--- src/rtl/lock_detect_consts.vh ---
// Constants for the lock detect and pump control block
`ifndef LOCK_DETECT_CONSTS_VH
`define LOCK_DETECT_CONSTS_VH
`define ANALOG_WIN_NS       16'h000A
`define CLK_PERIOD_NS       16'h0064
`define WIN_CYCLES          ((`ANALOG_WIN_NS + `CLK_PERIOD_NS - 16'h0001) / `CLK_PERIOD_NS)
`define WINCNT_W            10
`define GPO_SEL_RING        4'h7
`define MIN_DIVIDE          16'h0020
`define RING_BASE_PERIODS   4'h1
`define PUMP_CUR_W          5
`define PUMP_TRIM_W         3
`define PUMP_LEAK_W         4
`define SLIP_MAG_W          4
`define PUMP_CUR_STEP       16'h04E2
`define PUMP_TRIM_STEP      16'h0093
`define PUMP_LEAK_STEP      16'h011F
`endif

--- src/rtl/pll_lock_detect_and_pump_control.v ---
// Lock detect window, lock flag, pin mux, slip prevention and pump settings
// Summary of operation
// [RULE1] Lock enable gates all lock detection; cleared means no evaluation.
// [RULE2] Select clear gives fixed short window; set gives digitally timed window.
// [RULE3] Digital window: two-bit ring config, two-bit period count sets length.
// [RULE4] Ring test with output select 0111 shows ring on output two; detection halts.
// [RULE5] Ten-bit threshold of consecutive in-window arrivals declares lock.
// [RULE6] Flag sets at threshold, clears at once on an out-of-window arrival.
// [RULE7] Lock flag is read only over the serial port.
// [RULE8] Always-show bit drives the lock flag on the shared pin continuously.
// [RULE9] Auto-mux shows lock except during serial read, then serial data.
// [RULE10] Asymmetric enable with direction set lags window; direction clear leads; code: set delays start by ASYM_CYC; clear lengthens only the fixed window.
// [RULE11] Software sizes window as offset plus eight VCO periods times 1.3.
// [RULE12] Slip prevention keeps detector gain maximal until frequency error near zero.
// [RULE13] Slip prevention shifts divide ratio by four-bit magnitude toward reference.
// [RULE14] Software keeps slip magnitude within 20 percent of target divide.
// [RULE15] Divider never goes below 32, even during correction.
// [RULE16] Up and down pump currents are five-bit codes, 125 uA per step.
// [RULE17] Three-bit trim codes per pump add 14.7 uA per step.
// [RULE18] Four-bit leakage codes per pump add 28.7 uA per step.
// [RULE19] Software limits leakage to 25 percent of pump current.
// [RULE20] Up and down enables mask pumping; both clear tri-states the pump.
// [RULE21] Any out-of-window arrival restarts the consecutive counter from zero.
`timescale 1ns/1ps
`default_nettype none
`include "lock_detect_consts.vh"
module pll_lock_detect_and_pump_control #(
  parameter WINCNT_W = `WINCNT_W,
  parameter ASYM_CYC = 2
) (
  // Clock and reset
  input  wire                    clk,
  input  wire                    rst,
  // Edge inputs from the dividers (asynchronous)
  input  wire                    ref_edge_in,
  input  wire                    vco_edge_in,
  // Lock detect configuration
  input  wire                    lock_detect_en,
  input  wire                    window_digital_sel,
  input  wire [1:0]              ring_cfg,
  input  wire [1:0]              window_duration,
  input  wire                    ring_testmode,
  input  wire [3:0]              gpo_select,
  input  wire [WINCNT_W-1:0]     wincnt_max,
  input  wire                    win_asym_enable,
  input  wire                    win_asym_lag,
  // Shared pin control
  input  wire                    pin_shows_lock_always,
  input  wire                    pin_lock_automux,
  input  wire                    serial_read_active,
  input  wire                    serial_data_out,
  // Slip prevention
  input  wire                    slip_prevention_en,
  input  wire [15:0]             target_divide,
  input  wire [3:0]              slip_correction_magnitude,
  // Pump settings
  input  wire                    up_out_en,
  input  wire                    down_out_en,
  input  wire                    pfd_up,
  input  wire                    pfd_down,
  input  wire [4:0]              pump_up_current,
  input  wire [4:0]              pump_down_current,
  input  wire [2:0]              pump_up_fine_adjust,
  input  wire [2:0]              pump_down_fine_adjust,
  input  wire [3:0]              pump_up_leakage,
  input  wire [3:0]              pump_down_leakage,
  // Status and pins
  output reg                     locked_flag,
  output reg                     lock_or_serial_out_pin,
  output reg                     general_out_two,
  output reg  [15:0]             vco_divide_ratio,
  output reg                     pfd_gain_max,
  output reg                     pump_up_drive,
  output reg                     pump_down_drive,
  output reg                     pump_tristate,
  output reg  [15:0]             pump_up_ua,
  output reg  [15:0]             pump_down_ua
);

////////////////////////////////////////////////////////////////////////
// Input synchronisers
reg [1:0] ref_sync_reg;
reg [1:0] vco_sync_reg;
reg       ref_prev_reg;
reg       vco_prev_reg;
always @(posedge clk) begin
  if (rst) begin
    ref_sync_reg <= 2'b00;
    vco_sync_reg <= 2'b00;
    ref_prev_reg <= 1'b0;
    vco_prev_reg <= 1'b0;
  end else begin
    ref_sync_reg <= {ref_sync_reg[0], ref_edge_in};
    vco_sync_reg <= {vco_sync_reg[0], vco_edge_in};
    ref_prev_reg <= ref_sync_reg[1];
    vco_prev_reg <= vco_sync_reg[1];
  end
end
wire ref_rise = ref_sync_reg[1] & ~ref_prev_reg;
wire vco_rise = vco_sync_reg[1] & ~vco_prev_reg;

////////////////////////////////////////////////////////////////////////
// Window generation
wire ring_test = ring_testmode && (gpo_select == `GPO_SEL_RING);
wire evaluate  = lock_detect_en && !ring_test; // [RULE1] [RULE4]

// Lag shifts opening later by delaying the window start past the reference
reg [3:0] delay_reg;
reg       start_reg;
always @(posedge clk) begin
  if (rst) begin
    delay_reg <= 4'h0;
    start_reg <= 1'b0;
  end else begin
    start_reg <= 1'b0;
    if (ref_rise) begin
      if (win_asym_enable && win_asym_lag) // [RULE10]
        delay_reg <= ASYM_CYC[3:0];
      else
        start_reg <= 1'b1;
    end else if (delay_reg != 4'h0) begin
      delay_reg <= delay_reg - 4'h1;
      if (delay_reg == 4'h1)
        start_reg <= 1'b1;
    end
  end
end

reg [7:0] analog_cnt_reg;
wire [15:0] analog_len = `WIN_CYCLES + ((win_asym_enable && !win_asym_lag) ? {8'h00, ASYM_CYC[7:0]} : 16'h0000);
always @(posedge clk) begin
  if (rst)
    analog_cnt_reg <= 8'h00;
  else if (start_reg)
    analog_cnt_reg <= analog_len[7:0]; // [RULE2] [RULE10]
  else if (analog_cnt_reg != 8'h00)
    analog_cnt_reg <= analog_cnt_reg - 8'h01;
end

wire ring_open;
wire ring_clk;
ring_window u_ring (
  .clk         (clk),
  .rst         (rst),
  .ring_cfg    (ring_cfg),
  .duration    (window_duration),
  .start       (start_reg),
  .window_open (ring_open),
  .ring_osc    (ring_clk)
); // [RULE3]

wire window = window_digital_sel ? ring_open : (analog_cnt_reg != 8'h00); // [RULE2]

////////////////////////////////////////////////////////////////////////
// Lock counting
reg [WINCNT_W-1:0] run_reg;
always @(posedge clk) begin
  if (rst) begin
    run_reg     <= {WINCNT_W{1'b0}};
    locked_flag <= 1'b0;
  end else if (!evaluate) begin
    run_reg <= {WINCNT_W{1'b0}}; // [RULE1]
  end else if (vco_rise) begin
    if (window || start_reg) begin
      if (run_reg < wincnt_max)
        run_reg <= run_reg + 1'b1;
      if (run_reg + 1'b1 >= wincnt_max)
        locked_flag <= 1'b1; // [RULE5] [RULE6]
    end else begin
      run_reg     <= {WINCNT_W{1'b0}}; // [RULE21]
      locked_flag <= 1'b0; // [RULE6]
    end
  end
end
// Flag has no write path [RULE7]

////////////////////////////////////////////////////////////////////////
// Shared pin and test output
always @(posedge clk) begin
  if (rst) begin
    lock_or_serial_out_pin <= 1'b0;
    general_out_two        <= 1'b0;
  end else begin
    if (pin_shows_lock_always)
      lock_or_serial_out_pin <= locked_flag; // [RULE8]
    else if (pin_lock_automux)
      lock_or_serial_out_pin <= serial_read_active ? serial_data_out : locked_flag; // [RULE9]
    else
      lock_or_serial_out_pin <= serial_data_out;
    general_out_two <= ring_test ? ring_clk : 1'b0; // [RULE4]
  end
end

////////////////////////////////////////////////////////////////////////
// Slip prevention
reg vco_late_reg;
reg vco_early_reg;
always @(posedge clk) begin
  if (rst) begin
    vco_late_reg  <= 1'b0;
    vco_early_reg <= 1'b0;
  end else begin
    vco_late_reg  <= pfd_up && !locked_flag;
    vco_early_reg <= pfd_down && !locked_flag;
  end
end
wire [15:0] div_w;
wire        gain_w;
slip_divider u_slip (
  .clk       (clk),
  .rst       (rst),
  .enable    (slip_prevention_en),
  .vco_late  (vco_late_reg),
  .vco_early (vco_early_reg),
  .target_n  (target_divide),
  .magnitude (slip_correction_magnitude),
  .divide_n  (div_w),
  .gain_max  (gain_w)
); // [RULE12] [RULE13] [RULE15]

////////////////////////////////////////////////////////////////////////
// Pump gating and current setting in tenths of uA
// Full scale needs sixteen bits in tenths of uA
function [15:0] pump_ua;
  input [4:0] cur;
  input [2:0] trim;
  input [3:0] leak;
  begin
    pump_ua = {11'h000, cur} * `PUMP_CUR_STEP + {13'h0000, trim} * `PUMP_TRIM_STEP
            + {12'h000, leak} * `PUMP_LEAK_STEP;
  end
endfunction

always @(posedge clk) begin
  if (rst) begin
    vco_divide_ratio <= `MIN_DIVIDE;
    pfd_gain_max     <= 1'b0;
    pump_up_drive    <= 1'b0;
    pump_down_drive  <= 1'b0;
    pump_tristate    <= 1'b1;
    pump_up_ua       <= 16'h0000;
    pump_down_ua     <= 16'h0000;
  end else begin
    vco_divide_ratio <= div_w;
    pfd_gain_max     <= gain_w;
    pump_up_drive    <= pfd_up && up_out_en; // [RULE20]
    pump_down_drive  <= pfd_down && down_out_en; // [RULE20]
    pump_tristate    <= !up_out_en && !down_out_en; // [RULE20]
    pump_up_ua       <= pump_ua(pump_up_current, pump_up_fine_adjust, pump_up_leakage); // [RULE16] [RULE17] [RULE18]
    pump_down_ua     <= pump_ua(pump_down_current, pump_down_fine_adjust, pump_down_leakage); // [RULE16] [RULE17] [RULE18]
  end
end

endmodule // pll_lock_detect_and_pump_control
`default_nettype wire

--- src/rtl/ring_window.v ---
// Digital one-shot window timed from a ring oscillator model
`timescale 1ns/1ps
`default_nettype none
`include "lock_detect_consts.vh"
module ring_window (
  // Clock and reset
  input  wire       clk,
  input  wire       rst,
  // Configuration
  input  wire [1:0] ring_cfg,
  input  wire [1:0] duration,
  // Trigger and outputs
  input  wire       start,
  output reg        window_open,
  output reg        ring_osc
);
  reg [3:0] div_reg;
  reg [3:0] per_reg;
  wire [3:0] half = {2'b00, ring_cfg} + `RING_BASE_PERIODS;
  always @(posedge clk) begin
    if (rst) begin
      div_reg     <= 4'h0;
      ring_osc    <= 1'b0;
      per_reg     <= 4'h0;
      window_open <= 1'b0;
    end else begin
      if (div_reg >= half - 4'h1) begin
        div_reg  <= 4'h0;
        ring_osc <= ~ring_osc;
        if (window_open && ring_osc) begin
          if (per_reg == {2'b00, duration})
            window_open <= 1'b0;
          else
            per_reg <= per_reg + 4'h1;
        end
      end else begin
        div_reg <= div_reg + 4'h1;
      end
      if (start) begin
        window_open <= 1'b1;
        per_reg     <= 4'h0;
      end
    end
  end
endmodule // ring_window
`default_nettype wire

--- src/rtl/slip_divider.v ---
// Divide-ratio adjustment during cycle-slip prevention
`timescale 1ns/1ps
`default_nettype none
`include "lock_detect_consts.vh"
module slip_divider (
  // Clock and reset
  input  wire        clk,
  input  wire        rst,
  // Control
  input  wire        enable,
  input  wire        vco_late,
  input  wire        vco_early,
  input  wire [15:0] target_n,
  input  wire [3:0]  magnitude,
  // Result
  output reg  [15:0] divide_n,
  output reg         gain_max
);
  function [15:0] floor_clamp;
    input [15:0] v;
    begin
      floor_clamp = (v < `MIN_DIVIDE) ? `MIN_DIVIDE : v;
    end
  endfunction
  wire [15:0] mag16 = {12'h000, magnitude};
  always @(posedge clk) begin
    if (rst) begin
      divide_n <= `MIN_DIVIDE;
      gain_max <= 1'b0;
    end else if (enable && vco_late) begin
      divide_n <= floor_clamp(target_n - ((target_n > mag16) ? mag16 : target_n)); // [RULE13] [RULE15]
      gain_max <= 1'b1; // [RULE12]
    end else if (enable && vco_early) begin
      divide_n <= floor_clamp(target_n + mag16); // [RULE13]
      gain_max <= 1'b1; // [RULE12]
    end else begin
      divide_n <= floor_clamp(target_n); // [RULE15]
      gain_max <= 1'b0;
    end
  end
endmodule // slip_divider
`default_nettype wire

--- config.mk ---
export PLATFORM = sky130hd
export DESIGN_NAME = pll_lock_detect_and_pump_control
export DESIGN_NICKNAME = d
export VERILOG_FILES = /design/src/rtl/pll_lock_detect_and_pump_control.v /design/src/rtl/ring_window.v /design/src/rtl/slip_divider.v
export VERILOG_INCLUDE_DIRS = /design/src /design/src/rtl
export SDC_FILE = /design/constraint.sdc
export NUM_CORES = 1
export LEC_CHECK = 0
export ABC_AREA = 1
export BUFFER_PORTS_ARGS = -buffer_cell sky130_fd_sc_hd__buf_2
export CAP_MARGIN = 20
export CORE_ASPECT_RATIO = 0.8
export CORE_UTILIZATION = 60
export DETAILED_ROUTE_END_ITERATION = 10
export PLACE_DENSITY_LB_ADDON = 0.12
export SYNTH_ARGS = -nofsm -noshare
export SYNTH_HDL_FRONTEND = slang
export SYNTH_SLANG_ARGS = --single-unit
--- constraint.sdc ---
create_clock -name clk -period 4.6 [get_ports clk]
set_input_delay 0.23 -clock clk [delete_from_list [all_inputs] [get_ports clk]]
set_output_delay 0.23 -clock clk [all_outputs]
set_load 0.05 [all_outputs]
==> results.yml <==
floorplanning:
  num_rows: 41
  initial_core_util: 0.6251
  coreArea_um2: 16110
  die_w_um: 146.8
  die_h_um: 117.9
  io_pins: 135
  dieArea_um2: 17310
sta:
  fmax_mhz: 237.8
  fin_setup_tns_ns: 0
  setup_viol: 0
  fin_worst_skew_ns: 0.01248
  rsz0062_at_grt: "no"
  slew_headroom: 0.3499
  period_minus_slack_ns: 4.205
  hold_viol: 0
  timing.final.crit_share: 0.9141
  fin_ws_ns: 0.3952
  worst_slew_pin_slew_ns: 0.9751
  final_max_slew_viol_count: 0
finish:
  final_common_cell: "inv_1"
  register_area_um2: 2262
  drive_above_1_share: 0.1332
  syn_to_final_growth_pct: 14.35
  final.fill_count: 1329
  nets: 1783
  final_cell_mix: "inv_1 (271), nand2_1 (213), ha_1 (163)"
  multiInputGateArea_um2: 6661
synth:
  syn_avg_cell_area_um2: 7.442
  syn_nets: 1648
  synthArstFlopShare: 0
  synth.largest_area_cell: "dfxtp_1"
  synth_ff_type: "dfxtp_1"
  ys_seq_elements: 113
  synthCells: 1353
  ys_seq_area_frac: 0.2247
  netlist-cell-type-count: 49
  synth_edf_count: 0
  synth_top_area_share: 0.2247
  netlist_top_cells_area: "dfxtp_1 (22%), ha_1 (20%), fa_1 (10%)"
  netlist_area_um2: 10070
  yosysWarnings: 0
worst_setup_path:
  reg2reg_from: "run_reg[1]$_SDFFE_PP0P_"
  arrival_ns: 4.50
  rrSetupSlack_ns: 2.18
  critPathLaunchType: "input port"
  cp-end-kind: "flop"
  worst_r2r_endpoint: "locked_flag$_SDFFE_PP0P_"
  critPathMaxFanout: 6
  worst_ep_required_time_ns: 4.90
  reg2reg_depth: 15
  path_class: "input port to flop"
drt:
  drtAntennaViolNets: 0
  via_per_inst: 5.273
  vias: 9059
  dr.first_iter.drc_count: 739
  wirelength_um: 24550
  drt_pass1_iterations: 6
  wl_per_cell_um: 14.29
  drc: 0
pwr:
  p_total_uw: 5735
  powerDensity_nw_per_um2: 498.1
  p_leak_uw: 0.006251
  ir_drop_mv: 0.2650
clock_network:
  cts_max_level: 4
  ctsResizeCount: 0
  clk_latency_ns: 0.41
  clkTransAtPathRegs_ns: 0.06
  root_buffer: "clkbuf_16"
  clock_sinks: 113
  holdBufCountCts: 0
  cts_tree: "done"
  postCtsSetupRepairBufs: 0
  ctsLongestPathBuffers: 2
  cts_buffers: 17
place:
  dp_hpwl_um: 19660
  portBuffers: 134
  pre_cts_slack_ns: 0.08027
  gp_congestion: 0.9428
global_routing:
  grt_pass1_wl_um: 40190
  grt_start_max_net_pins: 47
  antenna_found_initial: 2
  grt_pass1_vias: 8413
  grt_use_total: 0.2916
  grt_overflow: 0
min_path:
  worstHoldEndpoint: "ref_sync_reg[0]$_SDFF_PP0_"
  hold_class: "input port to flop"
  holdPathStages: 3
  worstHoldStart: "ref_edge_in"
run_status:
  status: "finished clean"
run:
  cap_viol_max_count: 0
-- kinds of logic (layout without fill, tap and decap cells) --
kind of cell,after synthesis,count (layout),share of synthesized area
adder cells (fa/ha/maj),215,215,0.3060
flip-flops,113,113,0.2247
other,1,3,0.0003725
AO/OA/AOI/OAI,217,217,0.1208
XOR/XNOR,32,32,0.02784
AND/OR/NAND/NOR,476,476,0.2067
buffers and inverters,299,447,0.1137
-- cell usage after synthesis (3+ instances only) --
| library cell | number |
|---|---|
| o31ai_1 | 4 |
| inv_1 | 271 |
| nor2_1 | 119 |
| nor2_2 | 10 |
| a31oi_1 | 5 |
| fa_1 | 52 |
| nand2_1 | 213 |
| a21oi_1 | 110 |
| buf_2 | 3 |
| xnor2_1 | 6 |
| or2_2 | 4 |
| o21ai_0 | 57 |
| nand4_1 | 12 |
| inv_2 | 9 |
| buf_1 | 4 |
| o2111ai_1 | 7 |
| o21a_1 | 12 |
| o22ai_1 | 3 |
| o221ai_1 | 4 |
| o211ai_1 | 3 |
| ha_1 | 163 |
| clkbuf_1 | 8 |
| xor2_1 | 26 |
| a21o_1 | 4 |
| nand2_2 | 3 |
| nor3_1 | 26 |
| dfxtp_1 | 113 |
| nand3_1 | 74 |
-- layout make-up --
class                           count  share of cell area
Multi-Input combinational cell    941              0.5786
Sequential cell                   113              0.1965
Inverter                          281             0.09161
Timing Repair Buffer              134             0.05825
Clock buffer                       21             0.03999
Tap cell                          215             0.02336
Clock inverter                     11             0.01130
Antenna cell                        2           0.0004347
-- layer usage --
layer  track usage  vias up  wire, um
li1              -     4625         -
met2        0.4384      331     10340
met1        0.4121     4072     11830
met3       0.07287       31      1990
met5             0        -         0
met4       0.08008        0       386
-- power breakdown --
| part | leakage (uW) | total (uW) | internal (uW) | switching, uW |
|---|---|---|---|---|
| Clock | 0.000276 | 1310 | 829 | 485 |
| Combinational | 0.00504 | 3160 | 1080 | 2090 |
| Sequential | 0.000933 | 1260 | 1170 | 83.1 |
-- stage by stage --
stage               cells  instance area (um^2)  hold slack (ns)    util
floorplan            1353                 10070           0.3304       -
global placement     1684                 10920           0.3918  0.6778
detailed placement   1684                 10920           0.3953  0.6778
CTS                  1716                 11510          0.02673  0.7145
global route         1718                 11510          0.04468  0.7148
finish               1718                 11510          0.02776  0.7148
-- worst max path at each step --
stage	startpoint	endpoint	slack [ns]	cells past startpoint
final	pump_up_current[2]	pump_up_ua[15]$_SDFF_PP0_	0.40	20
after global routing	pump_up_current[2]	pump_up_ua[14]$_SDFF_PP0_	0.04	18
after CTS	pump_up_current[2]	pump_up_ua[15]$_SDFF_PP0_	0.41	20
after detailed placement	pump_down_current[2]	pump_down_ua[15]$_SDFF_PP0_	0.08	21
after global placement	pump_down_current[2]	pump_down_ua[15]$_SDFF_PP0_	0.16	21
after floorplan	pump_up_current[2]	pump_up_ua[15]$_SDFF_PP0_	0.57	18
-- worst max-delay path, stage by stage --
cell       delay (ns)
buf_2            0.15
fa_1             0.48
ha_1             0.31
ha_1             0.30
ha_1             0.38
nand2_1          0.06
o21ai_0          0.34
xor2_1           0.16
fa_1             0.52
inv_1            0.05
ha_1             0.29
ha_1             0.37
nand2_1          0.09
nor2_1           0.12
nand3_1          0.10
o2111ai_1        0.14
a21o_1           0.18
nand3_1          0.08
nand2_1          0.09
nor2_1           0.06
No activity file was read; power rests on OpenSTA's default activity.
